## src/mafm_pkg.sv

```systemverilog
// shared constants and types for the multi-alert fault monitor
`default_nettype none

package mafm_pkg;

   // ------------------------------------------------------------------
   // register indices
   // ------------------------------------------------------------------
   localparam logic [3:0]  IDX_CONFIG     = 4'h0;
   localparam logic [3:0]  IDX_ADC_CONFIG = 4'h1;
   localparam logic [3:0]  IDX_DIAG       = 4'h2;
   localparam logic [3:0]  IDX_CUR_LOW    = 4'h3;
   localparam logic [3:0]  IDX_CUR_HIGH   = 4'h4;
   localparam logic [3:0]  IDX_BUS_HIGH   = 4'h5;
   localparam logic [3:0]  IDX_BUS_LOW    = 4'h6;
   localparam logic [3:0]  IDX_HEAT       = 4'h7;
   localparam logic [3:0]  IDX_POWER      = 4'h8;

   // ------------------------------------------------------------------
   // reset values
   // ------------------------------------------------------------------
   localparam logic [15:0] RST_CUR_LOW    = 16'h8000;
   localparam logic [15:0] RST_CUR_HIGH   = 16'h7fff;
   localparam logic [15:0] RST_BUS_HIGH   = 16'h7fff;
   localparam logic [15:0] RST_BUS_LOW    = 16'h0000;
   localparam logic [15:0] RST_HEAT       = 16'hffff;
   localparam logic [15:0] RST_POWER      = 16'h7fff;
   localparam logic [15:0] ZERO16         = 16'h0000;

   // ------------------------------------------------------------------
   // field positions
   // ------------------------------------------------------------------
   localparam int          CFG_RST_BIT    = 15;
   localparam int          MODE_HI        = 1;
   localparam int          MODE_LO        = 0;
   localparam int          DG_POWER       = 0;
   localparam int          DG_HEAT        = 1;
   localparam int          DG_BUS_LOW     = 2;
   localparam int          DG_BUS_HIGH    = 3;
   localparam int          DG_CUR_LOW     = 4;
   localparam int          DG_CUR_HIGH    = 5;
   localparam int          DG_DONE        = 6;
   localparam int          DG_MEM_OK      = 7;
   localparam int          DG_MATH_OVF    = 8;
   localparam int          DG_ENERGY_OVF  = 9;
   localparam int          DG_CHARGE_OVF  = 10;
   localparam int          DG_AVG_CMP     = 12;
   localparam int          DG_POL_INV     = 13;
   localparam int          DG_DONE_ROUTE  = 14;
   localparam int          DG_LATCH_EN    = 15;

   // ------------------------------------------------------------------
   // mode codes and timing
   // ------------------------------------------------------------------
   localparam logic [1:0]  MODE_SHUTDOWN   = 2'h0;
   localparam logic [1:0]  MODE_TRIGGERED  = 2'h1;
   localparam logic [1:0]  MODE_CONTINUOUS = 2'h2;
   localparam int          SETTLE_TIME_US  = 300;
   localparam int          CLK_MHZ         = 40;
   localparam int          SETTLE_CYCLES   = SETTLE_TIME_US * CLK_MHZ;

   typedef enum logic [2:0] {
      ST_SHUTDOWN = 3'b001,
      ST_TRIG     = 3'b010,
      ST_CONT     = 3'b100
   } mafm_conv_e;

   typedef struct packed {
      logic        wr;
      logic        rd;
      logic [3:0]  idx;
      logic [15:0] wdata;
   } mafm_reg_req_s;

   typedef struct packed {
      logic [15:0] current;
      logic [15:0] bus;
      logic [15:0] heat;
      logic [15:0] power;
   } mafm_meas_s;

   typedef struct packed {
      logic        sample_valid;
      logic        conv_done;
      logic        math_ovf;
      logic        energy_ovf;
      logic        charge_ovf;
      logic        mem_ok;
   } mafm_events_s;

   typedef struct packed {
      logic        start;
      logic        abort;
      logic        run;
      logic        inputs_en;
      logic        timebase_en;
   } mafm_conv_ctrl_s;

   typedef struct packed {
      mafm_conv_e  cstate;
      logic [15:0] cur_low;
      logic [15:0] cur_high;
      logic [15:0] bus_high;
      logic [15:0] bus_low;
      logic [15:0] heat;
      logic [15:0] power;
      logic [1:0]  mode;
      logic        latch_en;
      logic        done_route;
      logic        avg_cmp;
      logic        pol_inv;
      logic [5:0]  limit_flags;
      logic        done_flag;
      logic        math_ovf;
      logic        energy_ovf;
      logic        charge_ovf;
      logic        mem_ok;
      logic        alert_hold;
      logic        alert_drive;
      logic [15:0] rdata;
      logic        conv_start;
      logic        conv_abort;
      logic [15:0] settle_cnt;
      logic        settled;
      logic [31:0] elapsed;
   } mafm_state_s;

endpackage

`default_nettype wire

```

## src/mafm_monitor.sv

```systemverilog
// alert, diagnostic status and conversion mode control of the power monitor
//
// What this block does
// RL1: data_accurate rises only after about 300 us from power-up.
// RL2: in continuous mode, timebase clocks conversions and supplies elapsed time for energy and charge.
// RL3: current, bus, heat and power limits are compared against every result.
// RL4: diagnostic status shows one read-only flag per limit diagnostic.
// RL5: with latch enabled, alert stays asserted after conditions clear.
// RL6: reading diagnostic status releases the latched alert.
// RL7: with done routing enabled, alert also asserts on conversion completion.
// RL8: done flag sets on every completion regardless of routing.
// RL9: averaged compare uses averaged results, not each conversion.
// RL10: alert is open-drain, active low after reset; polarity bit inverts.
// RL11: arithmetic overflow sets a status flag.
// RL12: trim memory health bit reads one while memory is healthy.
// RL13: energy accumulator overflow sets a status flag.
// RL14: charge accumulator overflow sets a status flag.
// RL15: overflow and memory flags never drive the alert pin.
// RL16: done events and limit events share the alert pin when routed.
// RL17: shutdown stops conversions and disables input current.
// RL18: all registers stay readable and writable during shutdown.
// RL19: shutdown holds until a triggered or continuous mode is written.
// RL20: a triggered conversion finishes then returns to shutdown.
// RL21: power-on reset restores every register default.
// RL22: setting the config reset bit restores all register defaults.
// RL23: done flag clears on non-shutdown mode write or status read.
// RL24: a triggered or continuous mode write aborts and restarts the running conversion; a shutdown write only aborts it.
// RL25: alert is OR of limit flags and routed done, latched, then polarity.
`timescale 1ns/100ps
`default_nettype none

module mafm_monitor #(
   parameter int unsigned SETTLE_COUNT = mafm_pkg::SETTLE_CYCLES
) (
   input  wire logic                      core_clk,
   input  wire logic                      srst,
   input  wire mafm_pkg::mafm_reg_req_s   reg_req,
   output logic [15:0]                    reg_rdata,
   input  wire mafm_pkg::mafm_meas_s      meas,
   input  wire mafm_pkg::mafm_events_s    events,
   output mafm_pkg::mafm_conv_ctrl_s      conv_ctrl,
   output logic [31:0]                    elapsed_count,
   output logic                           data_accurate,
   output logic                           alert_o,
   output logic                           alert_oe
);

   // ------------------------------------------------------------------
   // state
   // ------------------------------------------------------------------
   mafm_pkg::mafm_state_s st;
   mafm_pkg::mafm_state_s next_st;

   logic [5:0]  viol;
   logic        cmp_strobe;
   logic        wr_cfg;
   logic        wr_adc;
   logic        wr_diag;
   logic        rd_diag;
   logic        soft_rst;
   logic        mode_run;
   logic        any_alert;
   logic        asserted;
   logic [15:0] diag_word;
   logic [15:0] rd_mux;

   function automatic mafm_pkg::mafm_state_s reset_state();
      mafm_pkg::mafm_state_s r;
      r             = '0;
      r.cstate      = mafm_pkg::ST_SHUTDOWN;
      r.cur_low     = mafm_pkg::RST_CUR_LOW;
      r.cur_high    = mafm_pkg::RST_CUR_HIGH;
      r.bus_high    = mafm_pkg::RST_BUS_HIGH;
      r.bus_low     = mafm_pkg::RST_BUS_LOW;
      r.heat        = mafm_pkg::RST_HEAT;
      r.power       = mafm_pkg::RST_POWER;
      r.mode        = mafm_pkg::MODE_SHUTDOWN;
      return r;
   endfunction

   // ------------------------------------------------------------------
   // limit comparisons
   // ------------------------------------------------------------------
   always_comb begin
      viol                       = '0;
      // current is signed, the other quantities are positive only
      viol[mafm_pkg::DG_CUR_LOW]  = $signed(meas.current) < $signed(st.cur_low);  // RL3
      viol[mafm_pkg::DG_CUR_HIGH] = $signed(meas.current) > $signed(st.cur_high); // RL3
      viol[mafm_pkg::DG_BUS_HIGH] = meas.bus > st.bus_high;                       // RL3
      viol[mafm_pkg::DG_BUS_LOW]  = meas.bus < st.bus_low;                        // RL3
      viol[mafm_pkg::DG_HEAT]     = meas.heat > st.heat;                          // RL3
      viol[mafm_pkg::DG_POWER]    = meas.power > st.power;                        // RL3
      // averaged results only arrive with the completed conversion
      cmp_strobe = st.avg_cmp ? events.conv_done : events.sample_valid;           // RL9
   end

   // ------------------------------------------------------------------
   // register decode and status word
   // ------------------------------------------------------------------
   always_comb begin
      wr_cfg   = reg_req.wr && (reg_req.idx == mafm_pkg::IDX_CONFIG);
      wr_adc   = reg_req.wr && (reg_req.idx == mafm_pkg::IDX_ADC_CONFIG);
      wr_diag  = reg_req.wr && (reg_req.idx == mafm_pkg::IDX_DIAG);
      rd_diag  = reg_req.rd && (reg_req.idx == mafm_pkg::IDX_DIAG);
      soft_rst = wr_cfg && reg_req.wdata[mafm_pkg::CFG_RST_BIT];                  // RL22
      mode_run = (reg_req.wdata[mafm_pkg::MODE_HI:mafm_pkg::MODE_LO] == mafm_pkg::MODE_TRIGGERED) ||
                 (reg_req.wdata[mafm_pkg::MODE_HI:mafm_pkg::MODE_LO] == mafm_pkg::MODE_CONTINUOUS);

      diag_word                            = '0;
      diag_word[mafm_pkg::DG_CUR_HIGH:mafm_pkg::DG_POWER] = st.limit_flags;       // RL4
      diag_word[mafm_pkg::DG_DONE]         = st.done_flag;
      diag_word[mafm_pkg::DG_MEM_OK]       = st.mem_ok;                           // RL12
      diag_word[mafm_pkg::DG_MATH_OVF]     = st.math_ovf;                         // RL15
      diag_word[mafm_pkg::DG_ENERGY_OVF]   = st.energy_ovf;                       // RL15
      diag_word[mafm_pkg::DG_CHARGE_OVF]   = st.charge_ovf;                       // RL15
      diag_word[mafm_pkg::DG_AVG_CMP]      = st.avg_cmp;
      diag_word[mafm_pkg::DG_POL_INV]      = st.pol_inv;
      diag_word[mafm_pkg::DG_DONE_ROUTE]   = st.done_route;
      diag_word[mafm_pkg::DG_LATCH_EN]     = st.latch_en;

      // every index answers regardless of mode, shutdown included
      case (reg_req.idx)                                                          // RL18
         mafm_pkg::IDX_CONFIG:     rd_mux = mafm_pkg::ZERO16;
         mafm_pkg::IDX_ADC_CONFIG: rd_mux = {14'h0000, st.mode};
         mafm_pkg::IDX_DIAG:       rd_mux = diag_word;
         mafm_pkg::IDX_CUR_LOW:    rd_mux = st.cur_low;
         mafm_pkg::IDX_CUR_HIGH:   rd_mux = st.cur_high;
         mafm_pkg::IDX_BUS_HIGH:   rd_mux = st.bus_high;
         mafm_pkg::IDX_BUS_LOW:    rd_mux = st.bus_low;
         mafm_pkg::IDX_HEAT:       rd_mux = st.heat;
         mafm_pkg::IDX_POWER:      rd_mux = st.power;
         default:                  rd_mux = mafm_pkg::ZERO16;
      endcase
   end

   // ------------------------------------------------------------------
   // next state
   // ------------------------------------------------------------------
   always_comb begin
      next_st            = st;
      next_st.conv_start = 1'b0;
      next_st.conv_abort = 1'b0;
      next_st.mem_ok     = events.mem_ok;                                         // RL12
      any_alert          = 1'b0;
      asserted           = 1'b0;

      if (reg_req.rd) begin
         next_st.rdata = rd_mux;
      end

      // threshold writes
      if (reg_req.wr) begin                                                       // RL18
         case (reg_req.idx)
            mafm_pkg::IDX_CUR_LOW:  next_st.cur_low  = reg_req.wdata;
            mafm_pkg::IDX_CUR_HIGH: next_st.cur_high = reg_req.wdata;
            mafm_pkg::IDX_BUS_HIGH: next_st.bus_high = reg_req.wdata;
            mafm_pkg::IDX_BUS_LOW:  next_st.bus_low  = reg_req.wdata;
            mafm_pkg::IDX_HEAT:     next_st.heat     = reg_req.wdata;
            mafm_pkg::IDX_POWER:    next_st.power    = reg_req.wdata;
            default: begin
            end
         endcase
      end

      if (wr_diag) begin
         next_st.avg_cmp    = reg_req.wdata[mafm_pkg::DG_AVG_CMP];
         next_st.pol_inv    = reg_req.wdata[mafm_pkg::DG_POL_INV];
         next_st.done_route = reg_req.wdata[mafm_pkg::DG_DONE_ROUTE];
         next_st.latch_en   = reg_req.wdata[mafm_pkg::DG_LATCH_EN];
      end

      // conversion mode control
      case (st.cstate)
         mafm_pkg::ST_SHUTDOWN: begin
            // stays here until a running mode is written
            if (wr_adc && mode_run) begin                                         // RL19
               next_st.conv_start = 1'b1;
               next_st.cstate     = (reg_req.wdata[mafm_pkg::MODE_HI:mafm_pkg::MODE_LO] ==
                                     mafm_pkg::MODE_CONTINUOUS) ? mafm_pkg::ST_CONT : mafm_pkg::ST_TRIG;
            end
         end
         mafm_pkg::ST_TRIG: begin
            if (wr_adc) begin
               next_st.conv_abort = 1'b1;                                         // RL24
               next_st.conv_start = mode_run;                                     // RL24
               next_st.cstate     = !mode_run ? mafm_pkg::ST_SHUTDOWN :           // RL17
                                    (reg_req.wdata[mafm_pkg::MODE_HI:mafm_pkg::MODE_LO] ==
                                     mafm_pkg::MODE_CONTINUOUS) ? mafm_pkg::ST_CONT : mafm_pkg::ST_TRIG;
            end else if (events.conv_done) begin
               next_st.cstate = mafm_pkg::ST_SHUTDOWN;                            // RL20
            end
         end
         mafm_pkg::ST_CONT: begin
            if (wr_adc) begin
               next_st.conv_abort = 1'b1;                                         // RL24
               next_st.conv_start = mode_run;                                     // RL24
               next_st.cstate     = !mode_run ? mafm_pkg::ST_SHUTDOWN :           // RL17
                                    (reg_req.wdata[mafm_pkg::MODE_HI:mafm_pkg::MODE_LO] ==
                                     mafm_pkg::MODE_CONTINUOUS) ? mafm_pkg::ST_CONT : mafm_pkg::ST_TRIG;
            end
         end
         default: begin
            next_st.cstate = mafm_pkg::ST_SHUTDOWN;
         end
      endcase

      if (wr_adc) begin
         next_st.mode = reg_req.wdata[mafm_pkg::MODE_HI:mafm_pkg::MODE_LO];
      end

      // elapsed time runs only in continuous mode, restarted by a mode write
      if (wr_adc) begin
         next_st.elapsed = '0;                                                    // RL2
      end else if (st.cstate == mafm_pkg::ST_CONT) begin
         next_st.elapsed = st.elapsed + 32'h0000_0001;                            // RL2
      end

      // done flag: completion sets, triggered or continuous mode write or status read clears, set wins
      if ((wr_adc && mode_run) || rd_diag) begin                                  // RL23
         next_st.done_flag = 1'b0;
      end
      if (events.conv_done) begin
         next_st.done_flag = 1'b1;                                                // RL8
      end

      // overflow flags are sticky until a status read, set wins
      if (rd_diag) begin
         next_st.math_ovf   = 1'b0;
         next_st.energy_ovf = 1'b0;
         next_st.charge_ovf = 1'b0;
      end
      if (events.math_ovf) begin
         next_st.math_ovf = 1'b1;                                                 // RL11
      end
      if (events.energy_ovf) begin
         next_st.energy_ovf = 1'b1;                                               // RL13
      end
      if (events.charge_ovf) begin
         next_st.charge_ovf = 1'b1;                                               // RL14
      end

      // limit flags: live when unlatched, sticky until status read when latched
      if (st.latch_en) begin
         if (rd_diag) begin
            next_st.limit_flags = '0;                                             // RL6
         end
         if (cmp_strobe) begin
            next_st.limit_flags = next_st.limit_flags | viol;                     // RL5
         end
      end else if (cmp_strobe) begin
         next_st.limit_flags = viol;                                              // RL3
      end

      // alert: overflow and memory flags deliberately left out
      any_alert = (|st.limit_flags) || (st.done_route && st.done_flag);           // RL25 RL16 RL7 RL15
      if (st.latch_en) begin
         // a status read drops the hold; flags set in the same cycle re-arm it
         next_st.alert_hold = (any_alert || st.alert_hold) && !rd_diag;           // RL5 RL6
      end else begin
         next_st.alert_hold = 1'b0;
      end
      asserted = any_alert || (st.latch_en && st.alert_hold);                     // RL25
      // pin pulled low when asserted, unless polarity is inverted
      next_st.alert_drive = asserted ^ st.pol_inv;                                // RL10

      // power-up settling
      if (!st.settled) begin
         if (st.settle_cnt >= SETTLE_COUNT[15:0] - 16'h0001) begin
            next_st.settled = 1'b1;                                               // RL1
         end else begin
            next_st.settle_cnt = st.settle_cnt + 16'h0001;                        // RL1
         end
      end

      if (soft_rst) begin
         next_st         = reset_state();                                         // RL22
         next_st.mem_ok  = events.mem_ok;
         next_st.settled = st.settled;
      end
   end

   // ------------------------------------------------------------------
   // state register
   // ------------------------------------------------------------------
   always_ff @(posedge core_clk) begin
      if (srst) begin
         st <= reset_state();                                                     // RL21
      end else begin
         st <= next_st;
      end
   end

   // ------------------------------------------------------------------
   // outputs
   // ------------------------------------------------------------------
   always_comb begin
      reg_rdata             = st.rdata;
      conv_ctrl.start       = st.conv_start;
      conv_ctrl.abort       = st.conv_abort;
      conv_ctrl.run         = st.cstate != mafm_pkg::ST_SHUTDOWN;                 // RL17
      conv_ctrl.inputs_en   = st.cstate != mafm_pkg::ST_SHUTDOWN;                 // RL17
      conv_ctrl.timebase_en = st.cstate == mafm_pkg::ST_CONT;                     // RL2
      elapsed_count         = st.elapsed;
      data_accurate         = st.settled;
      alert_o               = 1'b0;                                               // RL10
      alert_oe              = st.alert_drive;                                     // RL10
   end

endmodule

`default_nettype wire

```

## config.mk

```make
export PLATFORM = sky130hd
export DESIGN_NAME = mafm_monitor
export DESIGN_NICKNAME = d
export VERILOG_FILES = /design/src/mafm_pkg.sv /design/src/mafm_monitor.sv
export SDC_FILE = /design/constraint.sdc
export NUM_CORES = 1
export LEC_CHECK = 0
export ABC_CLOCK_PERIOD_IN_PS = 2350
export BUFFER_PORTS_ARGS = -buffer_cell sky130_fd_sc_hd__buf_2
export CAP_MARGIN = 10
export CORE_MARGIN = 1.5
export CORE_UTILIZATION = 51
export DETAILED_ROUTE_END_ITERATION = 10
export GPL_TIMING_DRIVEN = 0
export PLACE_DENSITY_LB_ADDON = 0.3
export SYNTH_ARGS = -nofsm -noshare
export SYNTH_HDL_FRONTEND = slang
export SYNTH_SLANG_ARGS = --single-unit
```

## constraint.sdc

```tcl
create_clock -name core_clk -period 2.35 [get_ports core_clk]
set_clock_uncertainty 0.05 [all_clocks]
set_input_delay 0.47 -clock core_clk [delete_from_list [all_inputs] [get_ports core_clk]]
set_output_delay 0.47 -clock core_clk [all_outputs]
set_load 0.02 [all_outputs]
```

=== Word level (Yosys, flattened, before mapping) ===
Index checks and enable logic that the tools add are counted.

* Add/sub/neg operators: 2
* Magnitude comparators: 7
* Equal/unequal tests: 17
* Mux-type cells: 25
* Bitwise logic cells: 6
* Reductions and logical operators: 35

{| class="wikitable"
|+ Operators by type and width
! cell !! number
|-
| 16-bit case mux with 8 select lines || 1
|-
| 16-bit greater-than comparator || 4
|-
| 32-bit by 1-bit adder with 32-bit output, second input constant || 1
|-
| 16-bit < comparator || 2
|-
| 6-bit two-way mux || 5
|-
| 3-bit two-way mux || 7
|-
| 16-bit by 1-bit adder with 16-bit output, second input constant || 1
|-
| 4-bit by 3-bit == test with 1-bit output, second input constant || 4
|-
| 16-bit by 14-bit >= comparator with 1-bit output, second input constant || 1
|-
| 2-bit AND reduction || 7
|-
| 2-bit nonzero test || 5
|-
| 1-bit logical AND || 9
|-
| 1-bit two-way mux || 9
|-
| 3-bit case mux with 3 select lines || 1
|-
| 3-bit OR reduction || 3
|-
| 4-bit by 2-bit == test with 1-bit output, second input constant || 2
|-
| 6-bit OR || 1
|-
| 6-bit OR reduction || 1
|-
| 1-bit logical OR || 5
|-
| 4-bit by 1-bit == test with 1-bit output, second input constant || 1
|-
| 4-bit == test, second input constant || 1
|-
| 4-bit zero test || 1
|-
| 1-bit NOT || 4
|-
| 2-bit OR reduction || 2
|-
| 14 further kinds || 14
|}

* Bits in registers: 185
* Output and inout port bits: 56
* Logic and storage cells: 118

=== Depth between registers and ports, before layout ===
Gate-level depths: netlist of the first run.

* Depth after elaboration: 7
* Depth in mapped cells: 9
* Depth with buffers taken out: 8

=== Worst setup path after synthesis of the first run ===
Ideal clock, no wire load.

* Path type: input to register
* Start: input port reg_req[19] (netlist name)
* End: register st[139] (netlist name)
* Setup time: 0.141 ns
* Arrival: 2.258 ns
* Data required time: 2.159 ns
* Path slack: -0.099 ns
* Stages on the path: 7
* Path buffers: 3
* Cell sequence: clkbuf_1 > nand2b_1 > nor3b_1 > and2_1 > clkbuf_1 > clkbuf_1 > o211ai_1

* Longest elaborated chain between the ends: 4
* Elaborated cells between the ends (all ways): 6

{| class="wikitable"
|+ Ends and longest elaborated chain
! element !! RTL line !! RTL
|-
| from (decl) || mafm_monitor.sv:37 || <nowiki>input wire mafm_pkg::mafm_reg_req_s reg_req,</nowiki>
|-
| 4-bit zero test || mafm_monitor.sv:101 || <nowiki>wr_cfg = reg_req.wr && (reg_req.idx == mafm_pkg::IDX_CONFIG);</nowiki>
|-
| 1-bit logical AND || mafm_monitor.sv:101 ||
|-
| 1-bit logical AND || mafm_monitor.sv:105 || <nowiki>soft_rst = wr_cfg && reg_req.wdata[mafm_pkg::CFG_RST_BIT];</nowiki>
|-
| 2-bit OR reduction (no source line) || -- ||
|-
| to (signal assigned) || mafm_monitor.sv:287 || <nowiki>st <= reset_state();</nowiki>
|-
| to (signal assigned) || mafm_monitor.sv:289 || <nowiki>st <= next_st;</nowiki>
|-
| to (decl) || mafm_monitor.sv:51 || <nowiki>mafm_pkg::mafm_state_s st;</nowiki>
|}

Several ways; a longest one is shown, not always the timed one.
A chain may end at the register's enable or synchronous reset.

=== Worst setup path in the final report of the first run ===
* Start: input port reg_req[17] (netlist name)
* End: register st, in the netlist diag_word[2]

* Longest elaborated chain between the ends: 7
* Elaborated cells between the ends (all ways): 11

{| class="wikitable"
|+ Ends and longest elaborated chain
! element !! RTL line !! RTL
|-
| 4-bit by 2-bit == test with 1-bit output || mafm_monitor.sv:104 || <nowiki>rd_diag = reg_req.rd && (reg_req.idx == mafm_pkg::IDX_DIAG);</nowiki>
|-
| 1-bit logical AND || mafm_monitor.sv:104 ||
|-
| 6-bit two-way mux || mafm_monitor.sv:244 || <nowiki>if (rd_diag) begin</nowiki>
|-
| 6-bit two-way mux || mafm_monitor.sv:243 || <nowiki>if (st.latch_en) begin</nowiki>
|-
| 6-bit OR || mafm_monitor.sv:248 || <nowiki>next_st.limit_flags = next_st.limit_flags | viol;</nowiki>
|-
| 6-bit two-way mux || mafm_monitor.sv:247 || <nowiki>if (cmp_strobe) begin</nowiki>
|-
| 6-bit two-way mux || mafm_monitor.sv:243 ||
|}

Several ways; a longest one is shown, not always the timed one. The select of a mux whose other input is x is not followed.

==> results.py, run 1 <==
metrics = {
    "pwr": {
        "p_per_area_nw_per_um2": 560,
        "seqPwrFrac_pct": 47.9,
        "clkPwrFrac_pct": 41.7,
        "pwr-share-comb_pct": 10.4,
        "p_total_uw": 6770,
        "power_leakage_uw": 0.00533,
        "vdd_drop_max_mv": 0.434,
        "p_switching_uw": 1740,
        "switching_share_pct": 25.8,
        "internal_power_uw": 5030,
    },
    "timing": {
        "fin_crit_sh_pct": 97.8,
        "final-max-slew-violation-count": 0,
        "finalSetupViolCount": 0,
        "rsz0062_at_grt": "true",
        "whs_ns": 0.189,
        "relSlewSlack_pct": 53.7,
        "period_needed_ns": 2.30,
        "fin_setup_tns_ns": 0,
        "hold_viol": 0,
        "tightest_slew_ns": 0.694,
        "fmax_mhz": 435,
    },
    "setup_path": {
        "cpPeakStageDelay_ns": 0.53,
        "critical_path_buf_inv_count": 1,
        "cp.required_ns": 2.62,
        "crit_fanout": 9,
        "critPathKind": "in2reg",
        "cp.depth": 7,
        "cp.arrival_ns": 2.57,
        "endpoint_kind": "flop",
        "path_delay_family": "simple AND/OR/NAND/NOR gates",
        "critPathLaunchType": "primary input",
        "cp_slowest_cell": "and2_1",
        "rr_worst_depth": 7,
        "crit_chain": "clkbuf_1, nor3_1, and4b_1, nor2_1, and2_1, nand2_1, o41ai_1",
    },
    "detailed_routing": {
        "via_count": 9914,
        "viasPerCell": 5.77,
        "drc": 0,
        "drt_iter0_markers": 1228,
        "routed_wl_um": 31000,
        "antenna_left": 0,
        "wire_per_inst_um": 18.1,
        "drt-pass1-iter-count": 9,
    },
    "synth": {
        "yosysMostFrequentCell": "dfxtp_1",
        "syn_avg_cell_area_um2": 8.05,
        "ys_seq_area_share_pct": 36.0,
        "ys_top_cells_by_count": "dfxtp_1, nand2_1, inv_1",
        "syn_area_um2": 10300,
        "synth-seq-cells": 185,
        "syn_inst": 1276,
        "yosysWarnings": 0,
        "yosys-top-cells-area": "dfxtp_1, ha_1, nand2_1",
        "synth_ff_type": "dfxtp_1",
        "async_flop_share_pct": 0,
        "synth-edff-count": 0,
        "synth_top_area_share_pct": 36.0,
        "synth.distinct_cells": 61,
        "syn_nets": 1469,
        "yosysTopAreaCell": "dfxtp_1",
    },
    "grt": {
        "grt_max_degree": 17,
        "grt_pass1_vias": 9258,
        "antenna_found_initial": 0,
        "overflow": 0,
        "grt_first_pass_wirelength_um": 49100,
        "grtUsageTotal_pct": 29.5,
    },
    "place": {
        "placed_cell_area_um2": 11300,
        "io_buffers": 144,
        "gp_congestion": 0.990,
        "dp.final_hpwl_um": 24300,
    },
    "die": {
        "dieArea_um2": 21000,
        "die_x_um": 145,
        "core-area_um2": 19600,
        "die_h_um": 145,
        "num_rows": 51,
        "io_pins": 150,
        "start_util_pct": 52.5,
    },
    "clock_network": {
        "cts_tree": "built",
        "cts_made_buffers": 17,
        "clockBufferDepth": 2,
        "htree_levels": 4,
        "clock_tree.root_cell": "clkbuf_16",
        "cts_sinks": 185,
        "clk_latency_ns": 0.44,
        "cts.clk_slew.worst_paths_ns": 0.07,
    },
    "finish": {
        "drive_gt1_share_pct": 19.3,
        "fin_area_um2": 12100,
        "areaGrowthSynthToFinish_pct": 17.6,
        "nNetsFinal": 1635,
        "fin_util_pct": 61.7,
        "antennaDiodeCount": 0,
    },
    "worst_hold_path": {
        "hold_path.class": "in2reg",
        "min_path_cells": 2,
    },
    "flow_run": {
        "cap_violations": 0,
    },
    "run_status": {
        "status": "finished clean",
    },
}
==> flip-flops by register name, indices dropped and copies added, names as in the netlist <==
name and count:
alert_oe 1, conv_ctrl 2, data_accurate 1, diag_word 15, elapsed_count 32, reg_rdata 16, st 118
==> power by group through the flow <==
stage / Combinational (µW) / Sequential [µW] / Clock (µW)
after floorplan: 401 / 3290 / 0
after global placement: 661 / 3310 / 0
after detailed placement: 678 / 3310 / 0
after CTS: 688 / 3240 / 2840
after global routing: 777 / 3250 / 2980
final: 705 / 3250 / 2820
==> cell families after synthesis <==
logic type      Yosys count  synth area share [%]
xor+xnor                 31                  2.64
buf+inv                 227                  10.3
compound gates          312                  19.9
simple gates            418                  18.7
other cells               1                0.0365
fa+ha+maj                99                  12.1
flops                   185                  36.0
mux                       3                 0.317
==> cell type report <==
type / count / area [µm²]
Sequential cell: 185 / 3710
Tap cell: 265 / 332
Fill cell: 1796 / 7500
Inverter: 109 / 413
Timing Repair Buffer: 148 / 753
Multi-Input combinational cell: 864 / 5610
Buffer: 117 / 691
Clock buffer: 22 / 484
Clock inverter: 9 / 92.6
==> cells in the final DEF (no fill, tap or decap), types with 7 or more instances in the layout <==
cell type    n
and3_1       7
clkbuf_16   17
a21o_1       8
nand2_1    182
nor2b_1     11
nand3_1     26
a21oi_1    105
and2_1      11
nor3_1      12
clkbuf_2    20
dfxtp_1    180
nor2_1      86
inv_1      108
a31oi_1     18
a22oi_1     30
o21ai_0     31
nand4_1     30
clkbuf_1    37
buf_4       57
xor2_1      19
buf_2      144
a222oi_1    19
ha_1        99
xnor2_1     12
or3_1       19
o211ai_1    65
==> timing repair <==
action                     in CTS  in global routing
hold buffers                    0                  0
setup buffers                   3                  0
setup endpoints to repair      62                100
cloned                          1                  0
pin swaps                       1                  3
gates resized for setup        21                 54
==> worst paths after layout <==
| kind | start | end | slack (ns) |
|---|---|---|---|
| worst max-delay path | reg_req[17] | diag_word[2]$_SDFFE_PP0P_ | 0.05 |
| worst min-delay path | events[0] | diag_word[7]$_SDFF_PP0_ | 0.19 |
| worst max register to register | st[165]$_SDFFE_PP0P_ | diag_word[5]$_SDFFE_PP0P_ | 0.06 |
| worst min register to register | st[48]$_SDFFE_PP0P_ | st[48]$_SDFFE_PP0P_ | 0.42 |
==> per-layer routing <==
layer / wire length (µm) / part of all wire [%] / up-vias / global-route usage, %
met4: 908 / 2.9 / 0 / 10.8
met3: 2940 / 9.5 / 66 / 4.47
met5: 0 / 0 / - / 0
met1: 13300 / 43 / 4593 / 39.9
met2: 13900 / 45 / 474 / 47.6
li1: - / - / 4781 / -
==> metrics by stage <==
step	setup slack (ns)	std cells
after floorplan	0.0349	1276
after global placement	-0.744	1685
after detailed placement	-0.734	1685
after CTS	-0.00489	1720
after global routing	-0.0969	1719
final	0.0517	1719
==> worst register-to-register path: cells and delay by family (launching register included) <==
| kind | cells | cell delay [ns] |
|---|---|---|
| AO/OA/AOI/OAI | 3 | 0.72 |
| flip-flops | 1 | 0.42 |
| multiplexers | 1 | 0.36 |
| adder cells (fa/ha/maj) | 1 | 0.32 |
| AND/OR/NAND/NOR | 1 | 0.24 |
| buffers and inverters | 1 | 0.07 |
Note: power is estimated with default switching activity, not from simulation.
==> inputs of run 2 (changes only) <==
ABC_CLOCK_PERIOD_IN_PS = not set   (was 2350)
CELL_PAD_IN_SITES_DETAIL_PLACEMENT = 2   (was not set)
CELL_PAD_IN_SITES_GLOBAL_PLACEMENT = 2   (was not set)
CORE_UTILIZATION = 31   (was 51)
PLACE_DENSITY = 0.8   (was not set)
PLACE_DENSITY_LB_ADDON = not set   (was 0.3)
==> results.py, run 2 (synthesis results as in run 1) <==
metrics = {
    "finish": {
        "nNetsFinal": 1640,
        "drive_gt1_share_pct": 20.0,
        "largest_register": "st",
        "fin_area_um2": 12400,
        "fin_util_pct": 38.0,
        "areaGrowthSynthToFinish_pct": 20.5,
        "final_common_cell": "nand2_1",
        "final_cells": 1903,
        "largest_reg_flops": 118,
        "most-common-layout-cells": "nand2_1, dfxtp_1, buf_2",
    },
    "grt": {
        "grt_max_degree": 18,
        "antenna_found_initial": 1,
        "grt_first_pass_wirelength_um": 62400,
        "grt_pass1_vias": 10900,
        "grtUsageTotal_pct": 24.2,
        "overflow": 0,
    },
    "detailed_routing": {
        "antenna_left": 0,
        "viasPerCell": 5.39,
        "drt_iter0_markers": 725,
        "wire_per_inst_um": 21.5,
        "routed_wl_um": 40900,
        "via_count": 10300,
        "drc": 0,
        "drt-pass1-iter-count": 6,
    },
    "pwr": {
        "p_per_area_nw_per_um2": 561,
        "vdd_drop_max_mv": 0.551,
        "power_leakage_uw": 0.00537,
    },
    "clock_network": {
        "clk_latency_ns": 0.46,
        "cts_hold_buf": 0,
        "cts_tree": "built",
        "clockBufferDepth": 2,
        "htree_levels": 4,
        "clock_tree.root_cell": "clkbuf_16",
        "cts_made_buffers": 17,
        "cts.clk_slew.worst_paths_ns": 0.07,
        "cts_sinks": 185,
    },
    "setup_path": {
        "cp_slowest_cell": "clkbuf_1",
        "crit_chain": "clkbuf_2, nand2b_2, nor3b_4, buf_4, clkbuf_1, a22oi_1, a31oi_1, a21oi_1, nor2_1",
        "path_delay_family": "buffers and inverters",
        "critical_path_buf_inv_count": 3,
        "crit_fanout": 10,
        "critPathKind": "in2reg",
        "cp.arrival_ns": 2.69,
        "cp.required_ns": 2.69,
        "cpPeakStageDelay_ns": 0.48,
        "endpoint_kind": "flop",
        "critPathLaunchType": "primary input",
    },
    "timing": {
        "finalSetupViolCount": 0,
        "relSlewSlack_pct": 41.9,
        "hold_viol": 0,
        "final-max-slew-violation-count": 0,
        "period_needed_ns": 2.35,
        "rsz0062_at_grt": "true",
        "tightest_slew_ns": 0.868,
        "fmax_mhz": 426,
        "fin_crit_sh_pct": 99.8,
        "whs_ns": 0.169,
    },
    "place": {
        "placed_cell_area_um2": 11600,
        "dp.final_hpwl_um": 31600,
        "placed_cells": 1863,
        "gp_congestion": 0.896,
        "io_buffers": 144,
    },
    "flow_run": {
        "cap_violations": 0,
    },
    "die": {
        "dieArea_um2": 34300,
        "core-area_um2": 32600,
        "num_rows": 66,
        "io_pins": 150,
        "die_x_um": 185,
        "die_h_um": 185,
        "start_util_pct": 31.5,
    },
    "run_status": {
        "status": "finished clean",
    },
    "worst_hold_path": {
        "hold_path.class": "in2reg",
    },
}
-- run 2: metrics by stage --
step / total power, µW / worst slack (ns) / setup TNS [ns]
CTS: 7010 / 0.000892 / 0
detailed placement: 4060 / -0.999 / -83.58
global route: 7210 / -0.0302 / -0.0576
finish: 6950 / 0.00407 / 0
global placement: 4010 / -1.45 / -96.83
floorplan: 3690 / 0.0349 / 0
-- run 2: timing repair --
item,CTS,global route
cloned,1,0
setup endpoints to repair,92,108
setup buffers,8,3
endpoints found under the hold margin,0,0
gates resized for setup,33,31
pin swaps,5,5
-- run 2: layout make-up --
| type | instances | area [µm²] |
|---|---|---|
| flip-flops and latches | 185 | 3710 |
| repair buffers | 157 | 831 |
| inverters | 109 | 409 |
| multi-input cells | 864 | 5630 |
| clock inverters | 14 | 138 |
| fillers | 3788 | 20200 |
| diodes | 1 | 2.50 |
| clock buffers | 18 | 439 |
| plain buffers | 113 | 672 |
| well taps | 442 | 553 |
-- run 2: path summary, 6_finish.rpt --
check	from	to	slack, ns	depth (start not counted)
max	reg_req[19]	reg_rdata[6]$_SDFFE_PP0P_	0.004	9
min	events[2]	diag_word[9]$_SDFFE_PP0P_	0.17	3
max reg2reg	elapsed_count[0]$_SDFFE_PP0P_	elapsed_count[28]$_SDFFE_PP0P_	0.03	7
min reg2reg	st[84]$_SDFFE_PP0P_	st[84]$_SDFFE_PP0P_	0.42	2
-- run 2: power by group --
group | total, µW | switching, µW | internal, µW | leakage (µW)
logic | 772 | 497 | 275 | 0.00360
clock network | 2930 | 1420 | 1510 | 0.000272
registers | 3240 | 51.0 | 3190 | 0.00150
-- run 2: metal layers --
layer  track usage (%)  wire length, µm  vias to the layer above
met3              3.42             1950                       57
li1                  -                -                     4782
met5                 0                0                        -
met1              30.5            18200                     5134
met2              41.8            19600                      288
met4              8.91             1100                        0
-- run 2: worst min-delay path, delay by kind of cell --
family | cells | cell delay [ns]
compound gates | 1 | 0.03
buf+inv | 1 | 0.07
simple gates | 1 | 0.07
